**src/hdl/lpw_consts.vh**
```
// constants for the low power wake controller
// assumes inclusion by bare name from the controller, monitor and bench files
`ifndef LPW_CONSTS_VH
`define LPW_CONSTS_VH

// ----------------------------------------
// power modes
// ----------------------------------------
`define LPW_MODE_RUN       2'h0
`define LPW_MODE_WAIT      2'h1
`define LPW_MODE_STOP      2'h2
`define LPW_MODE_RECOVER   2'h3

// ----------------------------------------
// vector addresses
// ----------------------------------------
`define LPW_VEC_RESET      16'hfffe
`define LPW_VEC_EXT_IRQ    16'hfffa
`define LPW_VEC_CLKGEN     16'hfff8
`define LPW_VEC_KEYPAD     16'hffe0
`define LPW_VEC_T1_OVF     16'hfff2
`define LPW_VEC_T1_CH1     16'hfff4
`define LPW_VEC_T1_CH0     16'hfff6
`define LPW_VEC_T2_OVF     16'hffec
`define LPW_VEC_T2_CH1     16'hffee
`define LPW_VEC_T2_CH0     16'hfff0
`define LPW_VEC_T2_CH5     16'hffcc
`define LPW_VEC_STEP       16'h0002
`define LPW_VEC_SPI_TX     16'hffe8
`define LPW_VEC_SPI_RX     16'hffea
`define LPW_VEC_SER_TX     16'hffe2
`define LPW_VEC_SER_RX     16'hffe4
`define LPW_VEC_SER_ERR    16'hffe6
`define LPW_VEC_ADC        16'hffde
`define LPW_VEC_TICK       16'hffdc
`define LPW_VEC_CAN_TX     16'hffd4

// ----------------------------------------
// interrupt source indices
// ----------------------------------------
`define LPW_NSRC           24
`define LPW_SRC_EXT        0
`define LPW_SRC_CLKGEN     1
`define LPW_SRC_T1_OVF     2
`define LPW_SRC_T1_CH1     3
`define LPW_SRC_T1_CH0     4
`define LPW_SRC_KEYPAD     5
`define LPW_SRC_SER_TX     6
`define LPW_SRC_SER_RX     7
`define LPW_SRC_SER_ERR    8
`define LPW_SRC_SPI_TX     9
`define LPW_SRC_SPI_RX     10
`define LPW_SRC_T2_OVF     11
`define LPW_SRC_T2_CH1     12
`define LPW_SRC_T2_CH0     13
`define LPW_SRC_ADC        14
`define LPW_SRC_TICK       15
`define LPW_SRC_CAN_TX     16
`define LPW_SRC_CAN_RX     17
`define LPW_SRC_CAN_ERR    18
`define LPW_SRC_CAN_WAKE   19
`define LPW_SRC_T2_CH2     20
`define LPW_SRC_T2_CH3     21
`define LPW_SRC_T2_CH4     22
`define LPW_SRC_T2_CH5     23

// ----------------------------------------
// stop recovery counts in reference clock cycles
// ----------------------------------------
`define LPW_RECOVER_LONG   12'hfff
`define LPW_RECOVER_SHORT  12'h01f

`endif

```
**src/hdl/lpw_edge_det.v**
```verilog
// falling edge detector with a registered pulse output
// assumes the input is synchronous to clk_sys
`timescale 1ns/10ps
`default_nettype none

module lpw_edge_det (
    input  wire clk_sys,
    input  wire reset_n,
    input  wire level_in,
    output reg  fall_pulse
);

    reg         last_ff;

    always @(posedge clk_sys or negedge reset_n) begin
        if (!reset_n) begin
            last_ff    <= 1'b1;
            fall_pulse <= 1'b0;
        end else begin
            last_ff    <= level_in;
            fall_pulse <= last_ff & ~level_in;
        end
    end

endmodule // lpw_edge_det

`default_nettype wire

```
**src/hdl/lpw_wake_ctrl.v**
```verilog
// low power wake controller: wait and stop entry, wake decision, vector select
// assumes one clock clk_sys, peripheral requests synchronous and held until served
`timescale 1ns/10ps
`default_nettype none
`include "lpw_consts.vh"

// Function
// - watchdog keeps counting in wait; enabled timeout resets the chip
// - stop gates watchdog reference clock and clears integration unit counter
// - stop instruction only enters stop when stop enable bit is set
// - unmasked external interrupt wakes from wait and stop
// - unmasked keypad interrupt wakes from wait and stop
// - enabled supply monitor stays active; its reset ends wait or stop
// - serial unit runs in wait; its enabled interrupts wake from wait
// - serial unit halts in stop, keeps registers, resumes after stop exit
// - spi runs in wait, halts in stop, reset exit aborts it
// - timers run in wait, halt in stop, resume after interrupt exit
// - tick unit runs in wait; its register is blocked in wait and stop
// - tick unit runs in stop only with oscillator keep running set
// - can runs in wait with registers blocked; halts in stop
// - reset pin, watchdog or supply trip fetch the top reset vector
// - external pin falling edge in wait vectors through fffa
// - clock generator vectors at fff8, keypad at ffe0
// - timer one overflow, channel 1, channel 0 at fff2, fff4, fff6
// - timer two at ffec, ffee, fff0; channels 5 to 2 from ffcc upward
// - spi transmit and receive vectors at ffe8 and ffea
// - serial transmit, receive, error at ffe2, ffe4, ffe6
// - converter at ffde, tick unit at ffdc
// - can transmit, receive, error, wakeup from ffd4 upward
// - wait stops processor clock while the bus clock keeps running
// - stop exit holds clocks 4096 reference cycles, 32 with short recovery
module lpw_wake_ctrl (
    input  wire        clk_sys,
    input  wire        reset_n,
    input  wire        wait_instr,
    input  wire        stop_instr,
    input  wire        stop_enable,
    input  wire        short_recovery_select,
    input  wire        osc_keep_running,
    input  wire        ref_clk_tick,
    input  wire        reset_pin_n,
    input  wire        watchdog_enable,
    input  wire        watchdog_timeout,
    input  wire        supply_enable,
    input  wire        supply_reset_enable,
    input  wire        supply_trip_level,
    input  wire        ext_irq_pin,
    input  wire        ext_request_mask,
    input  wire        keypad_request,
    input  wire        keypad_request_mask,
    input  wire [23:0] irq_req,
    input  wire [23:0] irq_enable,
    input  wire        vector_ack,
    output wire        cpu_clk_en,
    output wire        bus_clk_en,
    output wire        watchdog_clk_en,
    output wire        sys_count_clear,
    output wire        serial_clk_en,
    output wire        spi_clk_en,
    output wire        spi_abort,
    output wire        timer_clk_en,
    output wire        tick_clk_en,
    output wire        tick_reg_access_en,
    output wire        can_clk_en,
    output wire        can_reg_access_en,
    output wire        supply_monitor_en,
    output wire        chip_reset_req,
    output reg         vector_valid,
    output reg  [15:0] vector_addr,
    output wire [1:0]  power_mode
);

    // ----------------------------------------
    // state
    // ----------------------------------------
    localparam [1:0] ST_RUN     = `LPW_MODE_RUN;
    localparam [1:0] ST_WAIT    = `LPW_MODE_WAIT;
    localparam [1:0] ST_STOP    = `LPW_MODE_STOP;
    localparam [1:0] ST_RECOVER = `LPW_MODE_RECOVER;

    reg  [1:0]  mode_ff;
    reg  [1:0]  nxt_mode;
    reg  [11:0] recover_cnt_ff;
    reg  [11:0] nxt_recover_cnt;
    reg         stop_clear_ff;
    reg         reset_exit_ff;
    reg         nxt_reset_exit;
    reg         ext_pend_ff;
    reg         nxt_vector_valid;
    reg  [15:0] nxt_vector_addr;
    reg  [15:0] irq_vec;
    reg         irq_any;
    integer     i;

    wire        ext_fall;
    wire        in_wait = (mode_ff == ST_WAIT);
    wire        in_stop = (mode_ff == ST_STOP);
    wire        in_rec  = (mode_ff == ST_RECOVER);

    lpw_edge_det u_ext_edge (
        .clk_sys    (clk_sys),
        .reset_n    (reset_n),
        .level_in   (ext_irq_pin),
        .fall_pulse (ext_fall)
    );

    // ----------------------------------------
    // wake sources
    // ----------------------------------------
    wire wd_reset  = watchdog_enable & watchdog_timeout & ~in_stop;
    wire sup_reset = supply_enable & supply_reset_enable & supply_trip_level;
    wire any_reset = ~reset_pin_n | wd_reset | sup_reset;
    wire ext_wake  = ext_pend_ff & ~ext_request_mask;
    wire key_wake  = keypad_request & ~keypad_request_mask;
    wire tick_live = ~in_stop | osc_keep_running;
    wire [23:0] live_req = irq_req & irq_enable;
    wire stop_irq  = live_req[`LPW_SRC_TICK] & osc_keep_running;

    always @(posedge clk_sys or negedge reset_n) begin
        if (!reset_n) begin
            ext_pend_ff <= 1'b0;
        end else if (ext_fall) begin
            ext_pend_ff <= 1'b1;
        end else if (vector_ack & vector_valid & (vector_addr == `LPW_VEC_EXT_IRQ)) begin
            ext_pend_ff <= 1'b0;
        end
    end

    // ----------------------------------------
    // vector priority: first source index wins
    // ----------------------------------------
    always @* begin
        irq_vec = `LPW_VEC_RESET;
        irq_any = 1'b0;
        for (i = `LPW_NSRC - 1; i >= 0; i = i - 1) begin
            if (live_req[i]) begin
                irq_any = 1'b1;
                case (i)
                    `LPW_SRC_CLKGEN:   irq_vec = `LPW_VEC_CLKGEN;
                    `LPW_SRC_KEYPAD:   irq_vec = `LPW_VEC_KEYPAD;
                    `LPW_SRC_T1_OVF:   irq_vec = `LPW_VEC_T1_OVF;
                    `LPW_SRC_T1_CH1:   irq_vec = `LPW_VEC_T1_CH1;
                    `LPW_SRC_T1_CH0:   irq_vec = `LPW_VEC_T1_CH0;
                    `LPW_SRC_T2_OVF:   irq_vec = `LPW_VEC_T2_OVF;
                    `LPW_SRC_T2_CH1:   irq_vec = `LPW_VEC_T2_CH1;
                    `LPW_SRC_T2_CH0:   irq_vec = `LPW_VEC_T2_CH0;
                    `LPW_SRC_T2_CH5:   irq_vec = `LPW_VEC_T2_CH5;
                    `LPW_SRC_T2_CH4:   irq_vec = `LPW_VEC_T2_CH5 + `LPW_VEC_STEP;
                    `LPW_SRC_T2_CH3:   irq_vec = `LPW_VEC_T2_CH5 + 16'h0004;
                    `LPW_SRC_T2_CH2:   irq_vec = `LPW_VEC_T2_CH5 + 16'h0006;
                    `LPW_SRC_SPI_TX:   irq_vec = `LPW_VEC_SPI_TX;
                    `LPW_SRC_SPI_RX:   irq_vec = `LPW_VEC_SPI_RX;
                    `LPW_SRC_SER_TX:   irq_vec = `LPW_VEC_SER_TX;
                    `LPW_SRC_SER_RX:   irq_vec = `LPW_VEC_SER_RX;
                    `LPW_SRC_SER_ERR:  irq_vec = `LPW_VEC_SER_ERR;
                    `LPW_SRC_ADC:      irq_vec = `LPW_VEC_ADC;
                    `LPW_SRC_TICK:     irq_vec = `LPW_VEC_TICK;
                    `LPW_SRC_CAN_TX:   irq_vec = `LPW_VEC_CAN_TX;
                    `LPW_SRC_CAN_RX:   irq_vec = `LPW_VEC_CAN_TX + `LPW_VEC_STEP;
                    `LPW_SRC_CAN_ERR:  irq_vec = `LPW_VEC_CAN_TX + 16'h0004;
                    `LPW_SRC_CAN_WAKE: irq_vec = `LPW_VEC_CAN_TX + 16'h0006;
                    default:           irq_vec = `LPW_VEC_RESET;
                endcase
            end
        end
    end

    // ----------------------------------------
    // mode machine
    // ----------------------------------------
    always @* begin
        nxt_mode         = mode_ff;
        nxt_recover_cnt  = recover_cnt_ff;
        nxt_reset_exit   = reset_exit_ff;
        nxt_vector_valid = vector_valid & ~vector_ack;
        nxt_vector_addr  = vector_addr;
        case (mode_ff)
            ST_RUN: begin
                if (stop_instr & stop_enable) begin
                    nxt_mode = ST_STOP;
                end else if (wait_instr) begin
                    nxt_mode = ST_WAIT;
                end
            end
            ST_WAIT: begin
                if (any_reset) begin
                    nxt_mode         = ST_RUN;
                    nxt_vector_valid = 1'b1;
                    nxt_vector_addr  = `LPW_VEC_RESET;
                end else if (ext_wake) begin
                    nxt_mode         = ST_RUN;
                    nxt_vector_valid = 1'b1;
                    nxt_vector_addr  = `LPW_VEC_EXT_IRQ;
                end else if (key_wake) begin
                    nxt_mode         = ST_RUN;
                    nxt_vector_valid = 1'b1;
                    nxt_vector_addr  = `LPW_VEC_KEYPAD;
                end else if (irq_any) begin
                    nxt_mode         = ST_RUN;
                    nxt_vector_valid = 1'b1;
                    nxt_vector_addr  = irq_vec;
                end
            end
            ST_STOP: begin
                if (any_reset | ext_wake | key_wake | stop_irq) begin
                    nxt_mode        = ST_RECOVER;
                    nxt_reset_exit  = any_reset;
                    nxt_recover_cnt = short_recovery_select ? `LPW_RECOVER_SHORT : `LPW_RECOVER_LONG;
                    if (any_reset) begin
                        nxt_vector_addr = `LPW_VEC_RESET;
                    end else if (ext_wake) begin
                        nxt_vector_addr = `LPW_VEC_EXT_IRQ;
                    end else if (key_wake) begin
                        nxt_vector_addr = `LPW_VEC_KEYPAD;
                    end else begin
                        nxt_vector_addr = `LPW_VEC_TICK;
                    end
                end
            end
            ST_RECOVER: begin
                if (ref_clk_tick) begin
                    if (recover_cnt_ff == 12'h000) begin
                        nxt_mode         = ST_RUN;
                        nxt_vector_valid = 1'b1;
                        nxt_reset_exit   = 1'b0;
                    end else begin
                        nxt_recover_cnt = recover_cnt_ff - 12'h001;
                    end
                end
            end
            default: begin
                nxt_mode = ST_RUN;
            end
        endcase
    end

    always @(posedge clk_sys or negedge reset_n) begin
        if (!reset_n) begin
            mode_ff        <= ST_RUN;
            recover_cnt_ff <= 12'h000;
            reset_exit_ff  <= 1'b0;
            stop_clear_ff  <= 1'b0;
            vector_valid   <= 1'b0;
            vector_addr    <= `LPW_VEC_RESET;
        end else begin
            mode_ff        <= nxt_mode;
            recover_cnt_ff <= nxt_recover_cnt;
            reset_exit_ff  <= nxt_reset_exit;
            stop_clear_ff  <= (nxt_mode == ST_STOP) & (mode_ff != ST_STOP);
            vector_valid   <= nxt_vector_valid;
            vector_addr    <= nxt_vector_addr;
        end
    end

    // ----------------------------------------
    // clock gating and access
    // ----------------------------------------
    wire halted = in_stop | in_rec;

    assign cpu_clk_en         = (mode_ff == ST_RUN);
    assign bus_clk_en         = ~halted;
    assign watchdog_clk_en    = ~halted;
    assign sys_count_clear    = stop_clear_ff;
    assign serial_clk_en      = ~halted;
    assign spi_clk_en         = ~halted;
    assign spi_abort          = in_rec & reset_exit_ff;
    assign timer_clk_en       = ~halted;
    assign tick_clk_en        = tick_live & ~in_rec;
    assign tick_reg_access_en = (mode_ff == ST_RUN);
    assign can_clk_en         = ~halted;
    assign can_reg_access_en  = (mode_ff == ST_RUN);
    assign supply_monitor_en  = supply_enable;
    assign chip_reset_req     = any_reset;
    assign power_mode         = mode_ff;

endmodule // lpw_wake_ctrl

`default_nettype wire

```
**config.mk**
```make
export PLATFORM = sky130hd
export DESIGN_NAME = lpw_wake_ctrl
export DESIGN_NICKNAME = d
export VERILOG_FILES = /design/src/hdl/lpw_edge_det.v /design/src/hdl/lpw_wake_ctrl.v
export VERILOG_INCLUDE_DIRS = /design/src /design/src/hdl
export SDC_FILE = /design/constraint.sdc
export NUM_CORES = 1
export LEC_CHECK = 0
export BUFFER_PORTS_ARGS = -buffer_cell sky130_fd_sc_hd__buf_2
export CAP_MARGIN = 20
export CELL_PAD_IN_SITES_DETAIL_PLACEMENT = 0
export CELL_PAD_IN_SITES_GLOBAL_PLACEMENT = 1
export CORE_UTILIZATION = 29
export CTS_BUF_LIST = sky130_fd_sc_hd__clkbuf_8
export CTS_CLUSTER_DIAMETER = 150
export CTS_CLUSTER_SIZE = 40
export DETAILED_ROUTE_END_ITERATION = 8
export PLACE_DENSITY = 0.82
export SLEW_MARGIN = 20
export SYNTH_ARGS = -nofsm -noshare
export SYNTH_HDL_FRONTEND = slang
export SYNTH_SLANG_ARGS = --single-unit
export TNS_END_PERCENT = 50
```
**constraint.sdc**
```tcl
create_clock -name clk_sys -period 2 [get_ports clk_sys]
set_input_delay 0.4 -clock clk_sys [delete_from_list [all_inputs] [get_ports clk_sys]]
set_output_delay 0.4 -clock clk_sys [all_outputs]
set_load 0.01 [all_outputs]
```
==> results of run 1 <==
[per-stage QoR]
step | setup WS, ns | utilization [%] | hold WS (ns)
final | 0.0642 | 42.2 | 0.0995
after global routing | -0.00829 | 42.2 | 0.135
after CTS | 0.000957 | 40.7 | 0.120
after detailed placement | -0.162 | 39.9 | 0.414
after global placement | -0.128 | 39.9 | 0.412
after floorplan | 0.0260 | - | 0.104
[cells in the mapped netlist, drive strengths merged, types with 4 or more instances]
cell type	count	area, µm²
a22o	4	35.0
a21o	4	30.0
nor2b	4	32.5
o21ai	16	80.1
nand2	37	139
inv	5	18.8
dfstp	6	158
a21oi	11	58.8
and3	4	25.0
dfrtp	19	475
nand2b	4	25.0
mux2	5	56.3
nor2	13	48.8
o211ai	4	43.8
buf	20	154
nand3	10	50.1
nand4	4	25.0
nor3	6	35.0
a22oi	11	82.6
[power by group]
group	leakage, nW	switching, mW	internal, mW
clock network	0.0255	0.166	0.140
logic	1.02	0.570	0.543
registers	0.285	0.171	0.698
total	1.33	0.906	1.38
[cells by family after synthesis]
group	synth area share, %
AND/OR/NAND/NOR	25.6
multiplexers	2.96
adder cells (fa/ha/maj)	0.659
AO/OA/AOI/OAI	26.4
XOR/XNOR	0.922
buffers and inverters	9.75
flip-flops	33.3
other	0.395
[path summary, 6_finish.rpt]
path	start	to	slack, ns	depth (start not counted)
max in group asynchronous	reset_n	vector_addr[2]	1.53	1
worst min-delay path	reset_n	recover_cnt_ff[9]	0.1	1
worst max register to register	ext_pend_ff	vector_addr[2]	0.06	6
min in group clk_sys	ext_irq_pin	u_ext_edge.last_ff	0.23	1
worst max-delay path	ext_pend_ff	vector_addr[2]	0.06	6
worst min register to register	u_ext_edge.fall_pulse	ext_pend_ff	0.43	1
[layer usage]
metal	vias to the layer above	routed length, µm
met5	-	0
met4	0	70
met3	7	256
met2	67	2640
met1	983	2560
li1	1046	-
[timing repair]
| action | CTS | global route |
|---|---|---|
| pin swaps | 0 | 3 |
| hold endpoints to repair | 0 | 0 |
| gates resized for setup | 4 | 17 |
| setup buffers | 0 | 2 |
| endpoints found under the setup margin | 5 | 19 |
[state kept, by name (all words and copies together), names as in the netlist]
signal                 count
ext_pend_ff                1
power_mode                 2
recover_cnt_ff            12
reset_exit_ff              1
sys_count_clear            1
u_ext_edge.fall_pulse      1
u_ext_edge.last_ff         1
vector_addr                5
vector_valid               1
[worst reg2reg max path, cell delays in order (launching register included)]
cell and delay (ns):
dfrtp_1 0.39, nor2b_4 0.13, or2_4 0.22, or4_4 0.52
nor3_4 0.23, a21oi_4 0.08, mux2_4 0.30
[final cells by class]
type / count / share of cell area, %
multi-input cells: 187 / 44.9
repair buffers: 120 / 25.4
flip-flops and latches: 25 / 23.6
well taps: 77 / 3.60
clock buffers: 3 / 1.54
inverters: 5 / 0.701
clock inverters: 1 / 0.187
==> key figures, run 1 <==
Run status
  • Status: complete, no violations

Clock tree
  • Clock buffer depth: 2
  • CTS Hold Bufs: 0
  • H-tree levels: 1
  • Clk sink count: 25
  • CTS Buf Count: 3
  • Skew-Pair Late Insertion Delay: 0.27 ns
  • CTS tree: done
  • Clk pin slew, worst setup/hold paths: 0.09 ns
  • Clock root buffer: clkbuf_8

Final layout
  • Layout cells sized above 1: 44.9%
  • Fill count: 654
  • Diode count: 0
  • Layout area overhead: 41.0%
  • Sequential cell area: 633 µm²
  • Most frequent cells in the layout: 88 x buf_2, 36 x nand2_1, 32 x buf_4
  • Post-layout nets: 410
  • Fin area: 0.00268 mm²
  • Final Non-Filler Cells: 418
  • Multi-input gate area: 0.00120 mm²
  • Commonest non-fill, non-tap cell in the layout: buf_2

Floorplan
  • Row cnt: 29
  • Overall die height: 82.9 µm
  • Die footprint: 0.00688 mm²
  • Initial core utilization: 29.9%
  • Core area: 0.00635 mm²
  • Die span in x: 82.9 µm
  • Io pins: 100

Synthesis
  • Async S/R FF share, synth: 100%
  • Post-synthesis cell type count: 50
  • Synth warn: 0
  • Synth Register Bits: 25
  • Post-Syn Area: 0.00190 mm²
  • Mapped Avg Cell Area: 8.22 µm²
  • Sequential share of the synthesized area: 33.3%
  • Main flop type after synthesis: dfrtp_1
  • Number of synthesized flops with an enable pin: 0
  • Post-Synthesis Cells: 231

Place
  • Post-DP HPWL: 4390 µm
  • I/O Buffers: 88
  • Inst Count DP: 412
  • Gpl congestion: 0.882
  • Post-place instance area: 0.00253 mm²

Timing
  • Final TNS setup: 0 ns
  • Final hold violation count: 0
  • RSZ-0062 raised after global routing: true
  • Fmax: 0.517 GHz
  • Crit path time final: 1.94 ns
  • Pins Over Slew Limit: 0
  • Worst-Margin Slew: 0.544 ns
  • Final period util: 96.8%
  • Clk_skew: 0.00180 ns
  • # setup viols final: 0
  • Rel. slew slack: 63.7%

Routing
  • Via Count: 2,103
  • DR vias/cell: 5.03
  • Antenna viol nets, final: 0
  • Drt wl/cell: 13.2 µm
  • Drt pass-1 iters: 4
  • Drt drc: 0
  • Total wire length: 5530 µm
  • DRT iter0 DRCs: 87

GRT
  • Largest net degree at the start of global routing: 26
  • GRT Util Overall: 15.7%
  • Met2 usage: 26.3%
  • Met1 usage: 21.4%
  • Vias in the first global route: 1,970
  • Number of antenna violations at the first check in global routing: 0
  • Busiest grt layer: met2
  • Global-route wire length before repair: 9050 µm
  • Grt met3 use: 1.79%
  • Overflow left after global routing: 0

Worst hold path
  • Hold Path Class: in2async

Setup path
  • Worst path cell trace: nor2b_4, or2_4, or4_4, nor3_4, a21oi_4, mux2_4
  • Crit-path max FO: 5
  • Worst Setup End Kind: flop
  • CP bufs+invs: 0
  • Crit-path slowest cell: or4_4
  • Worst EP arrival: 2.14 ns
  • Startpoint Class: flop
  • Crit path kind: reg2reg
  • Cell family with most CP delay: simple AND/OR/NAND/NOR gates
  • Crit path required time: 2.21 ns
  • Max incr delay on CP: 0.52 ns

Job
  • Max-capacitance violation count: 0

Power
  • Pwr Density: 854 mW/mm²
  • Leakage power: 1.33 nW
  • Peak VDD IR: 0.501 mV
  • Total power: 2.29 mW
Note: power is estimated with default switching activity, not from simulation.
==> run 2, diff against run 1 <==
--- a/config.mk
+++ b/config.mk
@@ -8,15 +8,14 @@
 export LEC_CHECK = 0
 export BUFFER_PORTS_ARGS = -buffer_cell sky130_fd_sc_hd__buf_2
 export CAP_MARGIN = 20
-export CELL_PAD_IN_SITES_DETAIL_PLACEMENT = 0
-export CELL_PAD_IN_SITES_GLOBAL_PLACEMENT = 1
-export CORE_UTILIZATION = 29
+export CELL_PAD_IN_SITES_DETAIL_PLACEMENT = 1
+export CELL_PAD_IN_SITES_GLOBAL_PLACEMENT = 2
+export CORE_UTILIZATION = 22
 export CTS_BUF_LIST = sky130_fd_sc_hd__clkbuf_8
 export CTS_CLUSTER_DIAMETER = 150
 export CTS_CLUSTER_SIZE = 40
 export DETAILED_ROUTE_END_ITERATION = 8
-export PLACE_DENSITY = 0.82
-export SLEW_MARGIN = 20
+export PLACE_DENSITY = 0.81
 export SYNTH_ARGS = -nofsm -noshare
 export SYNTH_HDL_FRONTEND = slang
 export SYNTH_SLANG_ARGS = --single-unit
==> key figures, run 2 (same netlist as run 1, synthesis figures left out) <==
Final layout
  • Largest register FFs: 12 (unchanged)
  • Sequential cell area: 633 µm² (unchanged)
  • Commonest non-fill, non-tap cell in the layout: buf_2 (unchanged)
  • Fin area: 0.00269 mm² (was 0.00268 mm²)
  • Post-layout nets: 412 (was 410)
  • Reg with most FFs: recover_cnt_ff (unchanged)
  • Layout cells sized above 1: 44.0% (was 44.9%)
  • Diode count: 0 (unchanged)
  • Most frequent cells in the layout: 88 x buf_2, 36 x nand2_1, 34 x buf_4 (was 88 x buf_2, 36 x nand2_1, 32 x buf_4)
  • Layout area overhead: 41.5% (was 41.0%)
  • Multi-input gate area: 0.00116 mm² (was 0.00120 mm²)
  • Fill count: 1,027 (was 654)

Timing
  • RSZ-0062 raised after global routing: true (unchanged)
  • Clk_skew: 0.00909 ns (was 0.00180 ns)
  • Crit path time final: 1.98 ns (was 1.94 ns)
  • Rel. slew slack: 61.8% (was 63.7%)
  • Pins Over Slew Limit: 0 (unchanged)
  • Final hold violation count: 0 (unchanged)
  • Fmax: 0.505 GHz (was 0.517 GHz)
  • Final period util: 98.9% (was 96.8%)
  • Worst-Margin Slew: 0.573 ns (was 0.544 ns)
  • # setup viols final: 0 (unchanged)

GRT
  • Overflow left after global routing: 0 (unchanged)
  • Vias in the first global route: 2,182 (was 1,970)
  • Number of antenna violations at the first check in global routing: 0 (unchanged)
  • Largest net degree at the start of global routing: 26 (unchanged)
  • GRT Util Overall: 14.6% (was 15.7%)
  • Global-route wire length before repair: 10,400 µm (was 9050 µm)

Routing
  • Drt drc: 0 (unchanged)
  • Via Count: 2,153 (was 2,103)
  • Antenna viol nets, final: 0 (unchanged)
  • DRT iter0 DRCs: 45 (was 87)
  • DR vias/cell: 4.81 (was 5.03)
  • Total wire length: 6550 µm (was 5530 µm)
  • Drt wl/cell: 14.6 µm (was 13.2 µm)
  • Drt pass-1 iters: 4 (unchanged)

Setup path
  • Cells on worst reg2reg path: 6 (unchanged)
  • Crit-path slowest cell: or4_4 (unchanged)
  • Worst EP arrival: 2.19 ns (was 2.14 ns)
  • Crit path depth: 6 (unchanged)
  • CP bufs+invs: 0 (unchanged)
  • Worst Setup End Kind: flop (unchanged)
  • Crit-path max FO: 5 (unchanged)
  • Cell family with most CP delay: simple AND/OR/NAND/NOR gates (unchanged)
  • Crit path kind: reg2reg (unchanged)
  • Worst path cell trace: nor2b_1, or2_4, or4_4, nor3_4, a21oi_2, mux2_2 (was nor2b_4, or2_4, or4_4, nor3_4, a21oi_4, mux2_4)
  • Crit path required time: 2.22 ns (was 2.21 ns)
  • Max incr delay on CP: 0.55 ns (was 0.52 ns)
  • Startpoint Class: flop (unchanged)

Floorplan
  • Die footprint: 0.00901 mm² (was 0.00688 mm²)
  • Core area: 0.00830 mm² (was 0.00635 mm²)
  • Overall die height: 94.9 µm (was 82.9 µm)
  • Io pins: 100 (unchanged)
  • Row cnt: 33 (was 29)
  • Die span in x: 94.9 µm (was 82.9 µm)
  • Initial core utilization: 22.9% (was 29.9%)

Place
  • Post-place instance area: 0.00260 mm² (was 0.00253 mm²)
  • Post-DP HPWL: 5460 µm (was 4390 µm)
  • Gpl congestion: 0.834 (was 0.882)
  • I/O Buffers: 88 (unchanged)

Clock tree
  • Setup bufs post-CTS: 0 (unchanged)
  • Clk pin slew, worst setup/hold paths: 0.10 ns (was 0.09 ns)
  • CTS Hold Bufs: 0 (unchanged)
  • CTS Buf Count: 3 (unchanged)
  • Clk sink count: 25 (unchanged)
  • CTS tree: done (unchanged)
  • Clock root buffer: clkbuf_8 (unchanged)
  • Clock buffer depth: 2 (unchanged)
  • H-tree levels: 1 (unchanged)
  • Skew-Pair Late Insertion Delay: 0.28 ns (was 0.27 ns)

Power
  • Total power: 2.33 mW (was 2.29 mW)
  • Clock power share: 13.7% (was 13.4%)
  • Pwr Density: 866 mW/mm² (was 854 mW/mm²)
  • Switching power: 0.935 mW (was 0.906 mW)
  • Seq pwr share: 36.5% (was 38.0%)
  • Switching Fraction: 40.2% (was 39.6%)
  • Comb power frac: 49.9% (was 48.7%)
  • Peak VDD IR: 0.497 mV (was 0.501 mV)
  • Leakage power: 1.32 nW (was 1.33 nW)
  • Internal power: 1.39 mW (was 1.38 mW)

Job
  • Max-capacitance violation count: 0 (unchanged)

Worst hold path
  • Hold Path Class: in2async (unchanged)

Run status
  • Status: complete, no violations (unchanged)
[run 2: what timing repair did]
item / in CTS / in global routing
pin swaps: 1 / 0
resized for setup: 4 / 6
endpoints found under the setup margin: 8 / 10
[run 2: worst paths after layout]
check / start / endpoint / slack, ns
min in group clk_sys: ext_irq_pin / u_ext_edge.last_ff / 0.23
worst max register to register: ext_pend_ff / vector_addr[3] / 0.02
worst min register to register: u_ext_edge.fall_pulse / ext_pend_ff / 0.44
worst min-delay path: reset_n / vector_valid / 0.11
worst max-delay path: ext_pend_ff / vector_addr[3] / 0.02
max in group asynchronous: reset_n / recover_cnt_ff[5] / 1.51
[run 2: metal layers]
layer | global-route usage, % | routed length, µm | up-vias
met5 | 0 | 0 | -
met4 | 3.03 | 95 | 0
met3 | 2.17 | 264 | 8
met2 | 26.3 | 3280 | 63
met1 | 18.2 | 2910 | 1029
li1 | - | - | 1053
[run 2: area by class of cell]
type / count / area share (%)
sequential: 25 / 23.6
multi-input combinational: 187 / 43.2
timing repair buffer: 122 / 25.9
inverter: 5 / 0.698
tap: 105 / 4.89
clock buffer: 3 / 1.54
clock inverter: 1 / 0.279
[run 2: power groups by stage]
stage	Clock (mW)	Sequential [mW]	Combinational (mW)
after floorplan	0	0.846	0.620
after global placement	0	0.836	1.11
after detailed placement	0	0.844	1.15
after CTS	0.330	0.841	1.16
after global routing	0.346	0.871	1.30
final	0.318	0.849	1.16
[run 2: per-stage QoR]
step / utilization (%) / setup WS [ns] / setup TNS (ns) / hold slack, ns / cells
global placement: 31.3 / -0.138 / -0.882 / 0.415 / 444
floorplan: - / 0.0260 / 0 / 0.104 / 240
detailed placement: 31.3 / -0.203 / -1.38 / 0.423 / 444
CTS: 32.1 / 0.00104 / 0 / 0.127 / 448
global route: 32.4 / -0.0275 / -0.0819 / 0.150 / 448
finish: 32.4 / 0.0214 / 0 / 0.110 / 448
==> run 3, diff against run 2 <==
--- a/config.mk
+++ b/config.mk
@@ -10,13 +10,15 @@
 export CAP_MARGIN = 20
 export CELL_PAD_IN_SITES_DETAIL_PLACEMENT = 1
 export CELL_PAD_IN_SITES_GLOBAL_PLACEMENT = 2
-export CORE_UTILIZATION = 22
+export CORE_UTILIZATION = 23
 export CTS_BUF_LIST = sky130_fd_sc_hd__clkbuf_8
 export CTS_CLUSTER_DIAMETER = 150
 export CTS_CLUSTER_SIZE = 40
 export DETAILED_ROUTE_END_ITERATION = 8
-export PLACE_DENSITY = 0.81
+export HOLD_SLACK_MARGIN = 0.15
+export PLACE_DENSITY = 0.82
 export SYNTH_ARGS = -nofsm -noshare
 export SYNTH_HDL_FRONTEND = slang
+export SYNTH_HIERARCHICAL = 1
 export SYNTH_SLANG_ARGS = --single-unit
 export TNS_END_PERCENT = 50
==> key figures, run 3 <==
Run status
  • Status: complete, no violations (unchanged)

Setup path
  • Cell family with most CP delay: simple AND/OR/NAND/NOR gates (unchanged)
  • Startpoint Class: input pin (was flop)
  • Worst setup path startpoint: irq_enable[6] (was ext_pend_ff)
  • Worst r2r src: recover_cnt_ff[1] (was ext_pend_ff)
  • Worst path cell trace: buf_6, a22o_1, or4_4, nor4_4, a22oi_2, mux2_4 (was nor2b_1, or2_4, or4_4, nor3_4, a21oi_2, mux2_2)
  • Worst EP arrival: 2.13 ns (was 2.19 ns)
  • R2R Setup Slk: 0.11 ns (was 0.02 ns)
  • Crit path kind: in2reg (was reg2reg)
  • Max incr delay on CP: 0.56 ns (was 0.55 ns)
  • Crit-path slowest cell: or4_4 (unchanged)
  • Worst Setup End Kind: flop (unchanged)
  • Crit-path max FO: 4 (was 5)
  • Crit path required time: 2.19 ns (was 2.22 ns)
  • CP bufs+invs: 1 (was 0)

Final layout
  • Layout cells sized above 1: 42.5% (was 44.0%)
  • Final Util: 34.4% (was 32.4%)
  • Most frequent cells in the layout: 86 x buf_2, 43 x buf_4, 25 x nand2_1 (was 88 x buf_2, 36 x nand2_1, 34 x buf_4)
  • Fill count: 1,048 (was 1,027)
  • Diode count: 0 (unchanged)
  • Post-layout nets: 431 (was 412)
  • Reg with most FFs: recover_cnt_ff (unchanged)
  • Commonest non-fill, non-tap cell in the layout: buf_2 (unchanged)
  • Largest register FFs: 12 (unchanged)
  • Layout area overhead: 42.4% (was 41.5%)

Routing
  • Drt drc: 0 (unchanged)
  • DRT iter0 DRCs: 114 (was 45)
  • DR vias/cell: 5.03 (was 4.81)
  • Via Count: 2,350 (was 2,153)
  • Antenna viol nets, final: 0 (unchanged)
  • Drt pass-1 iters: 4 (unchanged)
  • Drt wl/cell: 15.6 µm (was 14.6 µm)
  • Total wire length: 7280 µm (was 6550 µm)

Place
  • Pre-CTS setup slack: -0.292 ns (was -0.203 ns)
  • I/O Buffers: 88 (unchanged)
  • Post-DP HPWL: 6030 µm (was 5460 µm)
  • Gpl congestion: 0.857 (was 0.834)

Power
  • Comb power frac: 50.5% (was 49.9%)
  • Total power: 2.35 mW (was 2.33 mW)
  • Seq pwr share: 37.0% (was 36.5%)
  • Pwr Density: 816 mW/mm² (was 866 mW/mm²)
  • Switching power: 0.940 mW (was 0.935 mW)
  • Peak VDD IR: 0.345 mV (was 0.497 mV)
  • Clock power share: 12.4% (was 13.7%)
  • Switching Fraction: 40.0% (was 40.2%)
  • Leakage power: 1.37 nW (was 1.32 nW)
  • Internal power: 1.41 mW (was 1.39 mW)

Floorplan
  • Die span in x: 95.8 µm (was 94.9 µm)
  • Core area: 0.00838 mm² (was 0.00830 mm²)
  • Overall die height: 95.8 µm (was 94.9 µm)
  • Die footprint: 0.00918 mm² (was 0.00901 mm²)
  • Row cnt: 33 (unchanged)
  • Io pins: 100 (unchanged)
  • Initial core utilization: 24.1% (was 22.9%)

Timing
  • Rel. slew slack: 62.0% (was 61.8%)
  • Crit path time final: 1.94 ns (was 1.98 ns)
  • Hold Slack: 0.261 ns (was 0.110 ns)
  • Fmax: 0.515 GHz (was 0.505 GHz)
  • Final TNS setup: 0 ns (unchanged)
  • Clk_skew: 0.00989 ns (was 0.00909 ns)
  • Pins Over Slew Limit: 0 (unchanged)
  • Worst-Margin Slew: 0.570 ns (was 0.573 ns)
  • Final period util: 97.0% (was 98.9%)
  • Final hold violation count: 0 (unchanged)
  • Final setup margin: 0.0596 ns (was 0.0214 ns)
  • RSZ-0062 raised after global routing: true (unchanged)
  • # setup viols final: 0 (unchanged)

Synthesis
  • Most frequent cell after synthesis: nand2_1 (unchanged)
  • Post-Synthesis Cells: 241 (was 231)
  • Mapped Avg Cell Area: 8.39 µm² (was 8.22 µm²)
  • Largest family of logic cells by synthesized area: compound AO/OA/AOI/OAI gates (unchanged)
  • Number of synthesized flops with an enable pin: 0 (unchanged)
  • Synth Register Bits: 25 (unchanged)
  • Compound-cell area share of the yosys netlist: 28.4% (was 26.4%)
  • Main flop type after synthesis: dfrtp_1 (unchanged)
  • Synth warn: 6 (was 0)
  • Largest area contributor in the netlist: dfrtp_1 (unchanged)
  • Synth Area in Simple Gates: 25.7% (was 25.6%)
  • Post-synthesis adder-cell area fraction: 0.618% (was 0.659%)
  • Synth Area in XOR/XNOR: 0.866% (was 0.922%)
  • Post-Syn Area: 0.00202 mm² (was 0.00190 mm²)
  • Sequential share of the synthesized area: 31.3% (was 33.3%)
  • Most common library cells after synthesis: 25 x nand2_1, 19 x buf_4, 19 x dfrtp_1, 15 x nor2_1, 12 x nand3_1 (was 37 x nand2_1, 19 x buf_4, 19 x dfrtp_1, 16 x o21ai_0, 13 x nor2_1)
  • Post-synthesis mux area share: 2.78% (was 2.96%)
  • Async S/R FF share, synth: 100% (unchanged)
  • Post-synthesis cell type count: 59 (was 50)
  • Yosys top cell area share: 23.5% (was 25.0%)
  • Synth top area cells: dfrtp_1 24%, dfstp_2 7.8%, buf_4 7.1% (was dfrtp_1 25%, dfstp_2 8.3%, buf_4 7.5%)

Clock tree
  • Clock root buffer: clkbuf_8 (unchanged)
  • Clock buffer depth: 2 (unchanged)
  • CTS tree: done (unchanged)
  • Clk sink count: 25 (unchanged)
  • Skew-Pair Late Insertion Delay: 0.27 ns (was 0.28 ns)
  • CTS Buf Count: 3 (unchanged)
  • Clk pin slew, worst setup/hold paths: 0.08 ns (was 0.10 ns)
  • H-tree levels: 1 (unchanged)

GRT
  • Number of antenna violations at the first check in global routing: 0 (unchanged)
  • Vias in the first global route: 2,414 (was 2,182)
  • GRT Util Overall: 16.5% (was 14.6%)
  • Global-route wire length before repair: 11,800 µm (was 10,400 µm)
  • Overflow left after global routing: 0 (unchanged)
  • Largest net degree at the start of global routing: 26 (unchanged)

Job
  • Max-capacitance violation count: 0 (unchanged)

Worst hold path
  • Critical hold path startpoint: ext_irq_pin
  • Hold Path Class: in2reg (was in2async)
run 3: changes by cell type after synthesis, sizes merged, moves of 4 or more:
cell and delta:
nand4b +4, a22o +4, inv +5, nand2 -12
run 3: path summary, 6_finish.rpt:
check | end | depth (start not counted)
min in group asynchronous | recover_cnt_ff[11] | 2
min reg2reg | ext_pend_ff | 1
min | u_ext_edge/last_ff | 1
max reg2reg | recover_cnt_ff[4] | 8
max in group asynchronous | vector_addr[5] | 2
max | vector_addr[4] | 6
run 3: kinds of logic (layout without fill, tap and decap cells):
family,count (synthesis),count (layout)
flops,25,25
compound gates,78,78
xor+xnor,2,2
mux,4,4
simple gates,95,95
other cells,2,11
buf+inv,34,146
fa+ha+maj,1,1
run 3: layout make-up:
type / count / area, µm² / area share, %
clock buffers: 3 / 41.3 / 1.43
clock inverters: 1 / 3.75 / 0.130
inverters: 10 / 37.5 / 1.30
multi-input cells: 191 / 1250 / 43.3
flip-flops and latches: 25 / 633 / 22.0
well taps: 105 / 131 / 4.56
repair buffers: 132 / 786 / 27.3
run 3: layer usage:
layer / vias up / GRT usage, % / routed length (µm)
met2: 73 / 28.0 / 3480
met3: 4 / 2.37 / 321
met5: - / 0 / 0
met1: 1139 / 22.3 / 3420
li1: 1134 / - / -
met4: 0 / 2.86 / 51
run 3: repair_timing:
item                       in CTS  in global routing
gates resized for setup         2                  4
setup endpoints to repair       1                  9
pin swaps                       5                  3
hold buffers                    1                  0
buffers inserted                1                  3
hold endpoints to repair       19                  0
run 3: power by group through the flow:
stage	sequential, mW	combinational (mW)	clock [mW]
CTS	0.862	1.15	0.311
floorplan	0.865	0.640	0
global route	0.897	1.32	0.329
global placement	0.863	1.10	0
detailed placement	0.863	1.14	0
finish	0.871	1.19	0.293
run 3: stage by stage:
| stage | area [µm²] | std cells |
|---|---|---|
| floorplan | 2060 | 250 |
| global placement | 2760 | 458 |
| finish | 2880 | 467 |
| global route | 2880 | 467 |
| CTS | 2830 | 464 |
| detailed placement | 2760 | 458 |
